**src/acsc_regs.svh**
```systemverilog
`ifndef ACSC_REGS_SVH
`define ACSC_REGS_SVH

// ----------------------------------------
// command codes
// ----------------------------------------
`define ACSC_CMD_RESUME0  8'h00
`define ACSC_CMD_RESUME1  8'hFF
`define ACSC_CMD_ALIGN    8'hFC
`define ACSC_CMD_RESET    8'hFE
`define ACSC_CMD_GAINCAL  8'hF4
`define ACSC_CMD_STANDBY  8'hFD
`define ACSC_CMD_RDCONT   8'h03
`define ACSC_CMD_SDCONT   8'h0F
// ----------------------------------------
// register defaults and fields
// ----------------------------------------
`define ACSC_CTRL_RST     8'h20
`define ACSC_CTRL_CLK_LO  5
`define ACSC_CTRL_CLK_HI  6
`define ACSC_FSC_RST      24'h400000
// ----------------------------------------
// timing
// ----------------------------------------
`define ACSC_CLK_NS       8
`define ACSC_SCLK_HALF_NS 80
`define ACSC_SCLK_HALF_CYC ((`ACSC_SCLK_HALF_NS + `ACSC_CLK_NS - 1) / `ACSC_CLK_NS)
`define ACSC_CAL_NS       2000
`define ACSC_CAL_CYC      ((`ACSC_CAL_NS + `ACSC_CLK_NS - 1) / `ACSC_CLK_NS)
`define ACSC_CONV_MCLK    8'h20
`define ACSC_RDY_LOW_MCLK 8'h04
`endif

```
**src/acsc_pkg.sv**
```systemverilog
package acsc_pkg;
  typedef enum logic [1:0] {
    DEV_RUN  = 2'b00,
    DEV_CAL  = 2'b01,
    DEV_STBY = 2'b10,
    DEV_HALT = 2'b11
  } acsc_dev_st_e;
  typedef enum logic [2:0] {
    HST_IDLE  = 3'b000,
    HST_SETUP = 3'b001,
    HST_HIGH  = 3'b010,
    HST_LOW   = 3'b011,
    HST_GAP   = 3'b100,
    HST_WAIT  = 3'b101
  } acsc_host_st_e;
endpackage : acsc_pkg

```
**src/acsc_if.sv**
```systemverilog
interface acsc_if;
  logic sclk;
  logic cs_n;
  logic din;
  logic data_ready_n;
  modport dev (
    input  sclk,
    input  cs_n,
    input  din,
    output data_ready_n
  );
  modport host (
    output sclk,
    output cs_n,
    output din,
    input  data_ready_n
  );
endinterface : acsc_if

```
**src/acsc_sync3.sv**
```systemverilog
// three-stage pin synchroniser; output moves once stages two and three agree
module acsc_sync3 (
  input  wire logic clk_i,
  input  wire logic rst_n_i,
  input  wire logic d_i,
  output logic      q_o
);
  logic s1_q, s2_q, s3_q, out_q;
  logic out_d;

  // first stage feeds only the second
  always_comb begin
    out_d = (s2_q == s3_q) ? s3_q : out_q;
  end

  always_ff @(posedge clk_i) begin
    if (!rst_n_i) begin
      s1_q  <= 1'b0;
      s2_q  <= 1'b0;
      s3_q  <= 1'b0;
      out_q <= 1'b0;
    end else begin
      s1_q  <= d_i;
      s2_q  <= s1_q;
      s3_q  <= s2_q;
      out_q <= out_d;
    end
  end

  assign q_o = out_q;
endmodule : acsc_sync3

```
**src/acsc_dev.sv**
```systemverilog
`include "acsc_regs.svh"
// device end: command shifter, calibration, align, standby, register reset
module acsc_dev (
  input  wire logic     clk_i,
  input  wire logic     rst_n_i,
  acsc_if.dev           link,
  input  wire logic     master_clock_in_i,
  input  wire logic [23:0] gain_meas_i,
  input  wire logic     ctrl_load_i,
  input  wire logic [7:0] ctrl_val_i,
  output logic [7:0]    converter_control_o,
  output logic [23:0]   full_scale_cal_o,
  output logic          continuous_read_mode_o,
  output logic          standby_o,
  output logic          conv_sync_o,
  output logic          cmd_valid_o,
  output logic [7:0]    cmd_byte_o
);
  // ----------------------------------------
  // pin synchronisers
  // ----------------------------------------
  logic sclk_s, cs_n_s, din_s, mclk_s;

  acsc_sync3 u_sclk (.clk_i(clk_i), .rst_n_i(rst_n_i), .d_i(link.sclk), .q_o(sclk_s));
  acsc_sync3 u_cs   (.clk_i(clk_i), .rst_n_i(rst_n_i), .d_i(link.cs_n), .q_o(cs_n_s));
  acsc_sync3 u_din  (.clk_i(clk_i), .rst_n_i(rst_n_i), .d_i(link.din), .q_o(din_s));
  acsc_sync3 u_mclk (.clk_i(clk_i), .rst_n_i(rst_n_i), .d_i(master_clock_in_i),
                     .q_o(mclk_s));

  // ----------------------------------------
  // state
  // ----------------------------------------
  acsc_pkg::acsc_dev_st_e st_q, st_d;
  logic        sclk_p_q, sclk_p_d;
  logic        mclk_p_q, mclk_p_d;
  logic [2:0]  bit_q, bit_d;
  logic [6:0]  sh_q, sh_d;
  logic        arm_q, arm_d;
  logic        pend_q, pend_d;
  logic [7:0]  cal_q, cal_d;
  logic [7:0]  conv_q, conv_d;
  logic        rdy_n_q, rdy_n_d;
  logic [7:0]  ctrl_q, ctrl_d;
  logic [23:0] fsc_q, fsc_d;
  logic        rdc_q, rdc_d;
  logic        sync_q, sync_d;
  logic        cv_q, cv_d;
  logic [7:0]  cb_q, cb_d;
  logic        stby_q, stby_d;

  logic       sclk_rise, mclk_rise, byte_done;
  logic [7:0] byte_w;
  logic [7:0] keep_mask;

  // resume has two legal codes, both handled alike
  function automatic logic is_resume(input logic [7:0] b);
    is_resume = (b == `ACSC_CMD_RESUME0) || (b == `ACSC_CMD_RESUME1);
  endfunction : is_resume

  // edges count only while select is low, so standby ignores a busy bus otherwise
  assign sclk_rise = sclk_s & ~sclk_p_q & ~cs_n_s;
  assign mclk_rise = mclk_s & ~mclk_p_q;
  assign byte_w    = {sh_q, din_s};
  assign byte_done = sclk_rise && (bit_q == 3'h7);
  assign keep_mask = 8'h00 | (8'h01 << `ACSC_CTRL_CLK_LO) | (8'h01 << `ACSC_CTRL_CLK_HI);

  // ----------------------------------------
  // next-state logic
  // ----------------------------------------
  always_comb begin
    st_d     = st_q;
    sclk_p_d = sclk_s;
    mclk_p_d = mclk_s;
    bit_d    = bit_q;
    sh_d     = sh_q;
    arm_d    = arm_q;
    pend_d   = pend_q;
    cal_d    = cal_q;
    conv_d   = conv_q;
    rdy_n_d  = rdy_n_q;
    ctrl_d   = ctrl_load_i ? ctrl_val_i : ctrl_q;
    fsc_d    = fsc_q;
    rdc_d    = rdc_q;
    sync_d   = 1'b0;
    cv_d     = 1'b0;
    cb_d     = cb_q;

    // byte assembly, msb first; select high restarts the count
    if (cs_n_s) begin
      bit_d = 3'h0;
    end else if (sclk_rise) begin
      bit_d = bit_q + 3'h1;
      sh_d  = {sh_q[5:0], din_s};
    end

    // the resume byte's first clock arms the align
    if (pend_q && sclk_rise && (bit_q == 3'h0)) begin
      arm_d  = 1'b1;
      pend_d = 1'b0;
    end

    // free-running conversions paced by the master clock
    if (st_q == acsc_pkg::DEV_RUN && mclk_rise) begin
      if (conv_q == `ACSC_CONV_MCLK - 8'h01) begin
        conv_d  = 8'h00;
        rdy_n_d = 1'b0;
      end else begin
        conv_d = conv_q + 8'h01;
        if (conv_q == `ACSC_RDY_LOW_MCLK - 8'h01) begin
          rdy_n_d = 1'b1;
        end
      end
    end

    unique case (st_q)
      acsc_pkg::DEV_RUN: ;
      acsc_pkg::DEV_CAL: begin
        // new gain result lands only once the calibration time has run
        if (cal_q == 8'h00) begin
          fsc_d   = gain_meas_i;
          rdy_n_d = 1'b0;
          conv_d  = 8'h00;
          st_d    = acsc_pkg::DEV_RUN;
        end else begin
          cal_d = cal_q - 8'h01;
        end
      end
      acsc_pkg::DEV_STBY: begin
        // any clock with select low breaks standby
        if (sclk_rise) begin
          st_d   = acsc_pkg::DEV_RUN;
          conv_d = 8'h00;
        end
      end
      acsc_pkg::DEV_HALT: begin
        // conversions restart on the first master clock rising edge after arming
        if (arm_q && mclk_rise) begin
          sync_d  = 1'b1;
          arm_d   = 1'b0;
          conv_d  = 8'h00;
          rdy_n_d = 1'b1;
          st_d    = acsc_pkg::DEV_RUN;
        end
      end
    endcase

    // command decode on the eighth bit; calibration refuses new bytes
    if (byte_done && st_q != acsc_pkg::DEV_CAL) begin
      cv_d = 1'b1;
      cb_d = byte_w;
      if (byte_w == `ACSC_CMD_GAINCAL) begin
        st_d    = acsc_pkg::DEV_CAL;
        cal_d   = 8'(`ACSC_CAL_CYC);
        rdy_n_d = 1'b1;
        arm_d   = 1'b0;
        pend_d  = 1'b0;
      end else if (byte_w == `ACSC_CMD_ALIGN) begin
        st_d   = acsc_pkg::DEV_HALT;
        pend_d = 1'b1;
        arm_d  = 1'b0;
      end else if (byte_w == `ACSC_CMD_STANDBY) begin
        // rest here until a clock with select low brings back free-running conversions
        st_d = acsc_pkg::DEV_STBY;
      end else if (is_resume(byte_w)) begin
        if (st_q == acsc_pkg::DEV_STBY) begin
          st_d   = acsc_pkg::DEV_RUN;
          conv_d = 8'h00;
        end
      end else if (byte_w == `ACSC_CMD_RESET) begin
        // clock-out rate bits survive so the host clock is not disturbed
        ctrl_d = (ctrl_q & keep_mask) | (`ACSC_CTRL_RST & ~keep_mask);
        fsc_d  = `ACSC_FSC_RST;
        rdc_d  = 1'b0;
      end else if (byte_w == `ACSC_CMD_RDCONT) begin
        rdc_d = 1'b1;
      end else if (byte_w == `ACSC_CMD_SDCONT) begin
        rdc_d = 1'b0;
      end
    end

    // standby flag kept in its own flop so the output has no decode behind it
    stby_d = (st_d == acsc_pkg::DEV_STBY);
  end

  // ----------------------------------------
  // registers
  // ----------------------------------------
  always_ff @(posedge clk_i) begin
    if (!rst_n_i) begin
      st_q     <= acsc_pkg::DEV_RUN;
      sclk_p_q <= 1'b0;
      mclk_p_q <= 1'b0;
      bit_q    <= 3'h0;
      sh_q     <= 7'h00;
      arm_q    <= 1'b0;
      pend_q   <= 1'b0;
      cal_q    <= 8'h00;
      conv_q   <= 8'h00;
      rdy_n_q  <= 1'b1;
      ctrl_q   <= `ACSC_CTRL_RST;
      fsc_q    <= `ACSC_FSC_RST;
      rdc_q    <= 1'b0;
      sync_q   <= 1'b0;
      cv_q     <= 1'b0;
      cb_q     <= 8'h00;
      stby_q   <= 1'b0;
    end else begin
      st_q     <= st_d;
      sclk_p_q <= sclk_p_d;
      mclk_p_q <= mclk_p_d;
      bit_q    <= bit_d;
      sh_q     <= sh_d;
      arm_q    <= arm_d;
      pend_q   <= pend_d;
      cal_q    <= cal_d;
      conv_q   <= conv_d;
      rdy_n_q  <= rdy_n_d;
      ctrl_q   <= ctrl_d;
      fsc_q    <= fsc_d;
      rdc_q    <= rdc_d;
      sync_q   <= sync_d;
      cv_q     <= cv_d;
      cb_q     <= cb_d;
      stby_q   <= stby_d;
    end
  end

  assign link.data_ready_n      = rdy_n_q;
  assign converter_control_o    = ctrl_q;
  assign full_scale_cal_o       = fsc_q;
  assign continuous_read_mode_o = rdc_q;
  assign standby_o              = stby_q;
  assign conv_sync_o            = sync_q;
  assign cmd_valid_o            = cv_q;
  assign cmd_byte_o             = cb_q;
endmodule : acsc_dev

```
**src/flat_wrapper.sv**
```systemverilog
// flat-port wrapper written by rule: the top's interface ports become plain ports
module acsc_dev_flat 
  (clk_i, rst_n_i, master_clock_in_i, gain_meas_i, ctrl_load_i, ctrl_val_i, converter_control_o, full_scale_cal_o, continuous_read_mode_o, standby_o, conv_sync_o, cmd_valid_o, cmd_byte_o, link_sclk, link_cs_n, link_din, link_data_ready_n);
  acsc_if link_i ();
  input  wire logic clk_i;
  input  wire logic rst_n_i;
  input  wire logic master_clock_in_i;
  input  wire logic [23:0] gain_meas_i;
  input  wire logic ctrl_load_i;
  input  wire logic [7:0] ctrl_val_i;
  output logic [7:0] converter_control_o;
  output logic [23:0] full_scale_cal_o;
  output logic continuous_read_mode_o;
  output logic standby_o;
  output logic conv_sync_o;
  output logic cmd_valid_o;
  output logic [7:0] cmd_byte_o;
  input wire logic [$bits(link_i.sclk)-1:0] link_sclk;
  input wire logic [$bits(link_i.cs_n)-1:0] link_cs_n;
  input wire logic [$bits(link_i.din)-1:0] link_din;
  output wire logic [$bits(link_i.data_ready_n)-1:0] link_data_ready_n;
  assign link_i.sclk = link_sclk;
  assign link_i.cs_n = link_cs_n;
  assign link_i.din = link_din;
  assign link_data_ready_n = link_i.data_ready_n;
  acsc_dev u_core (.clk_i(clk_i), .rst_n_i(rst_n_i), .link(link_i), .master_clock_in_i(master_clock_in_i), .gain_meas_i(gain_meas_i), .ctrl_load_i(ctrl_load_i), .ctrl_val_i(ctrl_val_i), .converter_control_o(converter_control_o), .full_scale_cal_o(full_scale_cal_o), .continuous_read_mode_o(continuous_read_mode_o), .standby_o(standby_o), .conv_sync_o(conv_sync_o), .cmd_valid_o(cmd_valid_o), .cmd_byte_o(cmd_byte_o));
endmodule
```
**config.mk**
```make
export PLATFORM = sky130hd
export DESIGN_NAME = acsc_dev_flat
export DESIGN_NICKNAME = d
export VERILOG_FILES = /design/src/acsc_pkg.sv /design/src/acsc_if.sv /design/src/acsc_sync3.sv /design/src/acsc_dev.sv /design/src/flat_wrapper.sv
export VERILOG_INCLUDE_DIRS = /design/src
export SDC_FILE = /design/constraint.sdc
export NUM_CORES = 1
export LEC_CHECK = 0
export ABC_AREA = 1
export BUFFER_PORTS_ARGS = -buffer_cell sky130_fd_sc_hd__buf_4
export CAP_MARGIN = 20
export CORE_MARGIN = 5
export CORE_UTILIZATION = 40
export DETAILED_ROUTE_END_ITERATION = 16
export PLACE_DENSITY = 0.65
export SYNTH_ARGS = -nofsm -noshare
export SYNTH_HDL_FRONTEND = slang
export SYNTH_SLANG_ARGS = --single-unit
```
**constraint.sdc**
```tcl
create_clock -name clk_i -period 4.9 [get_ports clk_i]
set_clock_uncertainty 0.05 [all_clocks]
set_input_delay 0.49 -clock clk_i [delete_from_list [all_inputs] [get_ports clk_i]]
set_output_delay 0.49 -clock clk_i [all_outputs]
set_load 0.03 [all_outputs]
```
==> metrics, run 1 <==
CTS tree built; min cycle time layout 2270 ps; setup TNS 0 ps; Max-Cap Viols 0; outcome completed; static leakage around 2.2 nW; Final Core Density 0.512; Routed Wire Length 8120 µm; Reg clk slew, reported paths 90 ps; Worst Tran Pin Value 435 ps; Fillers between 900 and 1k; Ys Warns 0; n_diodes 0; Peak supply drop approximately 0.17 mV; synthesized area per cell 7.55 µm²; commonest non-fill, non-tap cell in the layout nand2_1; post-CTS resize count 0; First DRT Iteration DRCs approximately 120; # hold bufs at CTS 0; fmax 440 MHz; Mapped Nets 547; vias in the first global route 3010; Critical Path AT 2480 ps; Clock Root Buffer clkbuf_8; Hold Crit Class primary input to register; pwr dens 295 mW/mm²; crit share post-route 0.464; antenna violations before repair 0; Initial Utilization 0.411; Avg WL per Cell 11.4 µm; commonest cells after routing, fill and taps aside nand2_1, dfxtp_1, buf_4, nor2_1, inv_1; Synth cell types 30; slack of the worst reg-to-reg path around 2600 ps; total CTS buffers 9; Hold Fails Final Rpt 0; via count 3300; hold path depth 3; largest net degree at the start of global routing 43; GR Overflow Total 0; clk buf depth 2; Max Slew Vio Count 0; register area share after synthesis 0.490; Reg2Reg Depth 8; DIE HEIGHT 107 µm; pre-CTS setup slack 2070 ps; postcts setup bufs 0; setup slack after layout 2630 ps; DR vias/cell 4.62; clk_lat worst skew 350 ps; die footprint 0.0115 mm²; Critical Path Fanout Max 27; R2R Path End u_core.full_scale_cal_o[23]; Area Overhead vs Synth 24.6%; Worst Setup SP u_core.u_sclk.q_o; # DRC 0; synthesized cell area 0.00380 mm²; IO Pins 84; placer congestion estimate approximately 0.79; Crit Reg-Reg Startpoint u_core.u_sclk.q_o; post-route cell area 0.00473 mm²; share of cells above drive strength 1 0.215; Crit Path Category register to register; first-pass GRT wire length about 13000 µm; dpl hpwl 6000 µm; H-tree depth 3; clk sink count 93; cell row count 35; Gate Count Post-Synth 503; port bufs 83; Area after DPL ~0.0045 mm²; RSZ-0062 raised after global routing no; CP endpoint kind register; Max-slew headroom 0.709; Synth Register Bits 93; DRT Pass-1 Iters 4; Die Width 107 µm; setup violators final 0; GRT Total Usage 0.143; Design Power 0.00139 W; type of origin of the critical path register; Worst EP required just over 5000 ps; Routed Antenna Nets 0; core box area 0.00924 mm²; capture point of the critical path u_core.full_scale_cal_o[23]; nets 625
[report_power, final]
part	switching, W	internal, W
clock network	0.000269	0.000289
registers	0.00000423	0.000763
logic	0.0000358	0.0000331
[metrics by stage]
stage | std cells | hold slack, ps
after global routing | 715 | 242
after CTS | 714 | 250
after detailed placement | 698 | 346
after global placement | 698 | 343
after floorplan | 503 | 340
final | 715 | 264
[how the worst min path moves through the flow]
stage	from	endpoint	slack, ps
4_1_cts	link_cs_n	u_core.u_cs.s1_q	250
3_3_place_gp	u_core.u_mclk.s1_q	u_core.u_mclk.s2_q	340
5_1_grt	master_clock_in_i	u_core.u_mclk.s1_q	240
6_report	master_clock_in_i	u_core.u_mclk.s1_q	260
2_1_floorplan	u_core.u_cs.s1_q	u_core.u_cs.s2_q	340
3_5_place_dp	u_core.u_cs.s1_q	u_core.u_cs.s2_q	350
[cell usage after synthesis]
cell,count,area [µm²]
nand2_1,101,379
dfxtp_1,93,1860
nor2_1,83,312
inv_1,60,225
a21oi_1,31,155
nor3_1,28,140
o21ai_0,23,115
nand3_1,15,75.1
clkbuf_1,7,26.3
xor2_1,7,61.3
a21oi_2,6,52.6
buf_2,6,30.0
ha_1,5,62.6
inv_2,4,15.0
nor3_2,4,40.0
buf_4,3,22.5
nand2_2,3,18.8
nand4_1,3,18.8
nor2_2,3,18.8
nor2_4,3,33.8
xnor2_1,3,26.3
nand3_2,2,20.0
nand3b_1,2,15.0
o21bai_1,2,15.0
a22oi_1,1,7.51
and3_1,1,6.26
buf_6,1,11.3
buf_8,1,15.0
o2111a_1,1,11.3
o211ai_1,1,7.51
[critical path, stage by stage (launching register included)]
cell and delay, ps:
dfxtp_1 390, nand3_2 340, nor2_4 490, inv_2 150
nor2_2 170, nand3_2 80, nand2_1 220, buf_16 210
nor3_1 70
[cell families after synthesis]
group,Yosys count,share of synthesized area
simple gates,248,0.284
flops,93,0.490
compound gates,65,0.0959
fa+ha+maj,5,0.0165
xor+xnor,10,0.0231
buf+inv,82,0.0909
[sequential cells by signal (all words and copies together), names as in the netlist, 2 cells and up]
signal and flops:
u_core.full_scale_cal_o 24, u_core.cal_q 8, u_core.cmd_byte_o 8, u_core.conv_q 8, u_core.converter_control_o 8, u_core.sh_q 7
u_core.bit_q 3, u_core.st_q 2
[layout make-up]
type	count	area [µm²]	share of cell area
timing repair buffer	85	658	0.139
sequential	93	1860	0.393
clock inverter	7	97.6	0.0206
clock buffer	9	124	0.0262
multi-input combinational	328	1590	0.336
inverter	64	240	0.0507
tap	129	161	0.0341
[routing by layer]
layer  vias up  wire (µm)  share of wire  global-route usage
li1       1733          -              -                   -
met1      1478       3770           0.46               0.181
met2        77       3700           0.46               0.231
met3        12        534          0.066              0.0480
met4         0        116          0.014              0.0424
met5         -          0              0                   0
Power figures use the tool's default switching activity.
==> run 2: changes to the inputs <==
Settings changed: PLACE_DENSITY 0.65 to 0.67.
Clock period 4.9 ns to 1.9 ns, I/O delays scaled along.
==> run 2 against run 1 <==
  * Total power rose to 2.5 times the previous value
  * Sequential power increased to 2.6 times the previous value
  * Maximum frequency increased by 32%
==> metrics, run 2 (synthesized netlist as in run 1, its figures left out) <==
die footprint 0.0115 mm² (unchanged); Worst Setup SP u_core.bit_q[0]; n_diodes 0 (unchanged); setup violators final 0 (unchanged); Hold Crit Class primary input to register; switching power 0.000826 W (+170%); Peak supply drop 0.441 mV (+170%); first-pass GRT wire length 14100 µm (+4.5%); CP cell instances ha_1, ha_1, nand2_2, nor2_4, inv_2, nor2_2, nand3_2, nand2_1, buf_12, nor3_1; Critical-path top delay cell dfxtp_1; slack of the worst reg-to-reg path 180 ps (-2450 ps); clk buf depth 2 (unchanged); core box area 0.00924 mm² (unchanged); DR vias/cell 4.58 (-0.72%); clk_lat worst skew 350 ps (about the same); Fillers 894 (-1.2%); static leakage 2.23 nW (+1.6%); crit-path most repeated cell ha_1; commonest non-fill, non-tap cell in the layout nand2_1; Crit Path Category register to register; Critical Path Fanout Max 29 (+7.4%); Min Hold Slack 39.7 ps (-224 ps); GRT Total Usage 0.147 (+0.00370); R2R Path End u_core.full_scale_cal_o[21]; setup TNS 0 ps (unchanged); capture point of the critical path u_core.full_scale_cal_o[21]; Worst Path Buf+Inv 2 (unchanged); Routed Antenna Nets 0 (unchanged); Critical Path AT 1920 ps (-560 ps); Max-Cap Viols 0 (unchanged); antenna violations before repair 0 (unchanged); nets 635 (+1.6%); clk sink count 93 (unchanged); Max Slew Vio Count 0 (unchanged); Critical Path Stages 10 (+2); placer congestion estimate 0.829 (+4.7%); port bufs 83 (unchanged); fmax 580 MHz (+32%); Die Width 107 µm (unchanged); Design Power 0.00352 W (+150%); # DRC 0 (unchanged); Final Core Density 0.519 (+0.00704); IO Pins 84 (unchanged); Worst EP required 2100 ps (-3000 ps); pwr dens 733 mW/mm² (+150%); GR Overflow Total 0 (unchanged); share of cells above drive strength 1 0.220 (+0.00478); Area Overhead vs Synth 26.4%; Flop pwr share 0.563 (+0.013); Hold Fails Final Rpt 0 (unchanged); Clock Root Buffer clkbuf_8; Pint 0.00269 W (+150%); total CTS buffers 9 (unchanged); max FFs per register 24 (unchanged); postcts setup bufs 0 (unchanged); First DRT Iteration DRCs 123 (+1.7%); H-tree depth 3 (unchanged); delay-heaviest family, CP simple AND/OR/NAND/NOR gates; via count 3322 (+0.67%); RSZ-0062 raised after global routing no; min cycle time layout 1720 ps (-551 ps); Routed Wire Length 8320 µm (+2.5%); type of origin of the critical path register; crit share post-route 0.907 (+0.443); commonest cells after routing, fill and taps aside nand2_1, dfxtp_1, buf_4, nor2_1, inv_1; DRT Pass-1 Iters 4 (unchanged); largest net degree at the start of global routing 32 (-26%); Comb pwr share 0.053 (+0.004); Initial Utilization 0.411 (unchanged); clock share of power 0.384 (-0.016); DIE HEIGHT 107 µm (unchanged); Reg clk slew, reported paths 100 ps (about the same); cell row count 35 (unchanged); Avg WL per Cell 11.5 µm (+1.1%); Net Sw Frac 0.235 (+0.0132); Largest stage delay, worst path 350 ps (-140 ps); Reg2Reg Depth 10 (+2); CP endpoint kind register; Worst Tran Pin Value 415 ps (-20.0 ps); outcome completed; vias in the first global route 3172 (+5.4%); Max-slew headroom 0.723 (+0.0136); dpl hpwl 6320 µm (+5.2%); Crit Reg-Reg Startpoint u_core.bit_q[0]; CTS tree built
==> run 2: worst min path at each step <==
stage / start / endpoint / cells after the start
after floorplan: link_cs_n / u_core.u_cs.s1_q / 2
after global placement: master_clock_in_i / u_core.u_mclk.s1_q / 3
after detailed placement: master_clock_in_i / u_core.u_mclk.s1_q / 3
after CTS: ctrl_val_i[2] / u_core.converter_control_o[2] / 3
after global routing: ctrl_val_i[1] / u_core.converter_control_o[1] / 3
final: ctrl_val_i[4] / u_core.converter_control_o[4] / 3
==> run 2: worst register-to-register path: stages, from the launching register on <==
cell and delay [ps]:
dfxtp_1 350, ha_1 160, ha_1 150, nand2_2 70, nor2_4 130, inv_2 100, nor2_2 140, nand3_2 80
nand2_1 110, buf_12 200, nor3_1 80
==> run 2: layout make-up <==
class | count | area [µm²] | area share
multi-input combinational | 328 | 1590 | 0.332
timing repair buffer | 95 | 738 | 0.154
tap | 129 | 161 | 0.0336
clock buffer | 9 | 124 | 0.0258
clock inverter | 7 | 82.6 | 0.0172
sequential | 93 | 1860 | 0.388
inverter | 64 | 240 | 0.0501
==> run 2: repair_timing <==
item,4_1_cts,5_1_grt
resized for setup,0,0
hold endpoints to repair,5,0
hold buffers,5,0
==> run 2: through the flow <==
| stage | area [µm²] | cells | setup slack, ps |
|---|---|---|---|
| floorplan | 3800 | 503 | 331 |
| global placement | 4540 | 704 | 260 |
| detailed placement | 4540 | 704 | 174 |
| CTS | 4800 | 725 | 155 |
| global route | 4800 | 725 | 2.84 |
| finish | 4800 | 725 | 176 |
==> run 2: per-layer routing <==
layer / global-route usage / vias up / routed length, µm
met4: 0.0478 / 0 / 71
met2: 0.251 / 82 / 3940
met1: 0.179 / 1483 / 3710
li1: - / 1750 / -
met3: 0.0378 / 7 / 595
met5: 0 / - / 0
==> run 2: power groups by stage <==
stage	registers [W]	clock network (W)	logic [W]
CTS	0.00198	0.00139	0.000190
detailed placement	0.00202	0	0.000181
floorplan	0.00204	0	0.0000690
global placement	0.00202	0	0.000179
global route	0.00198	0.00149	0.000207
finish	0.00198	0.00135	0.000188
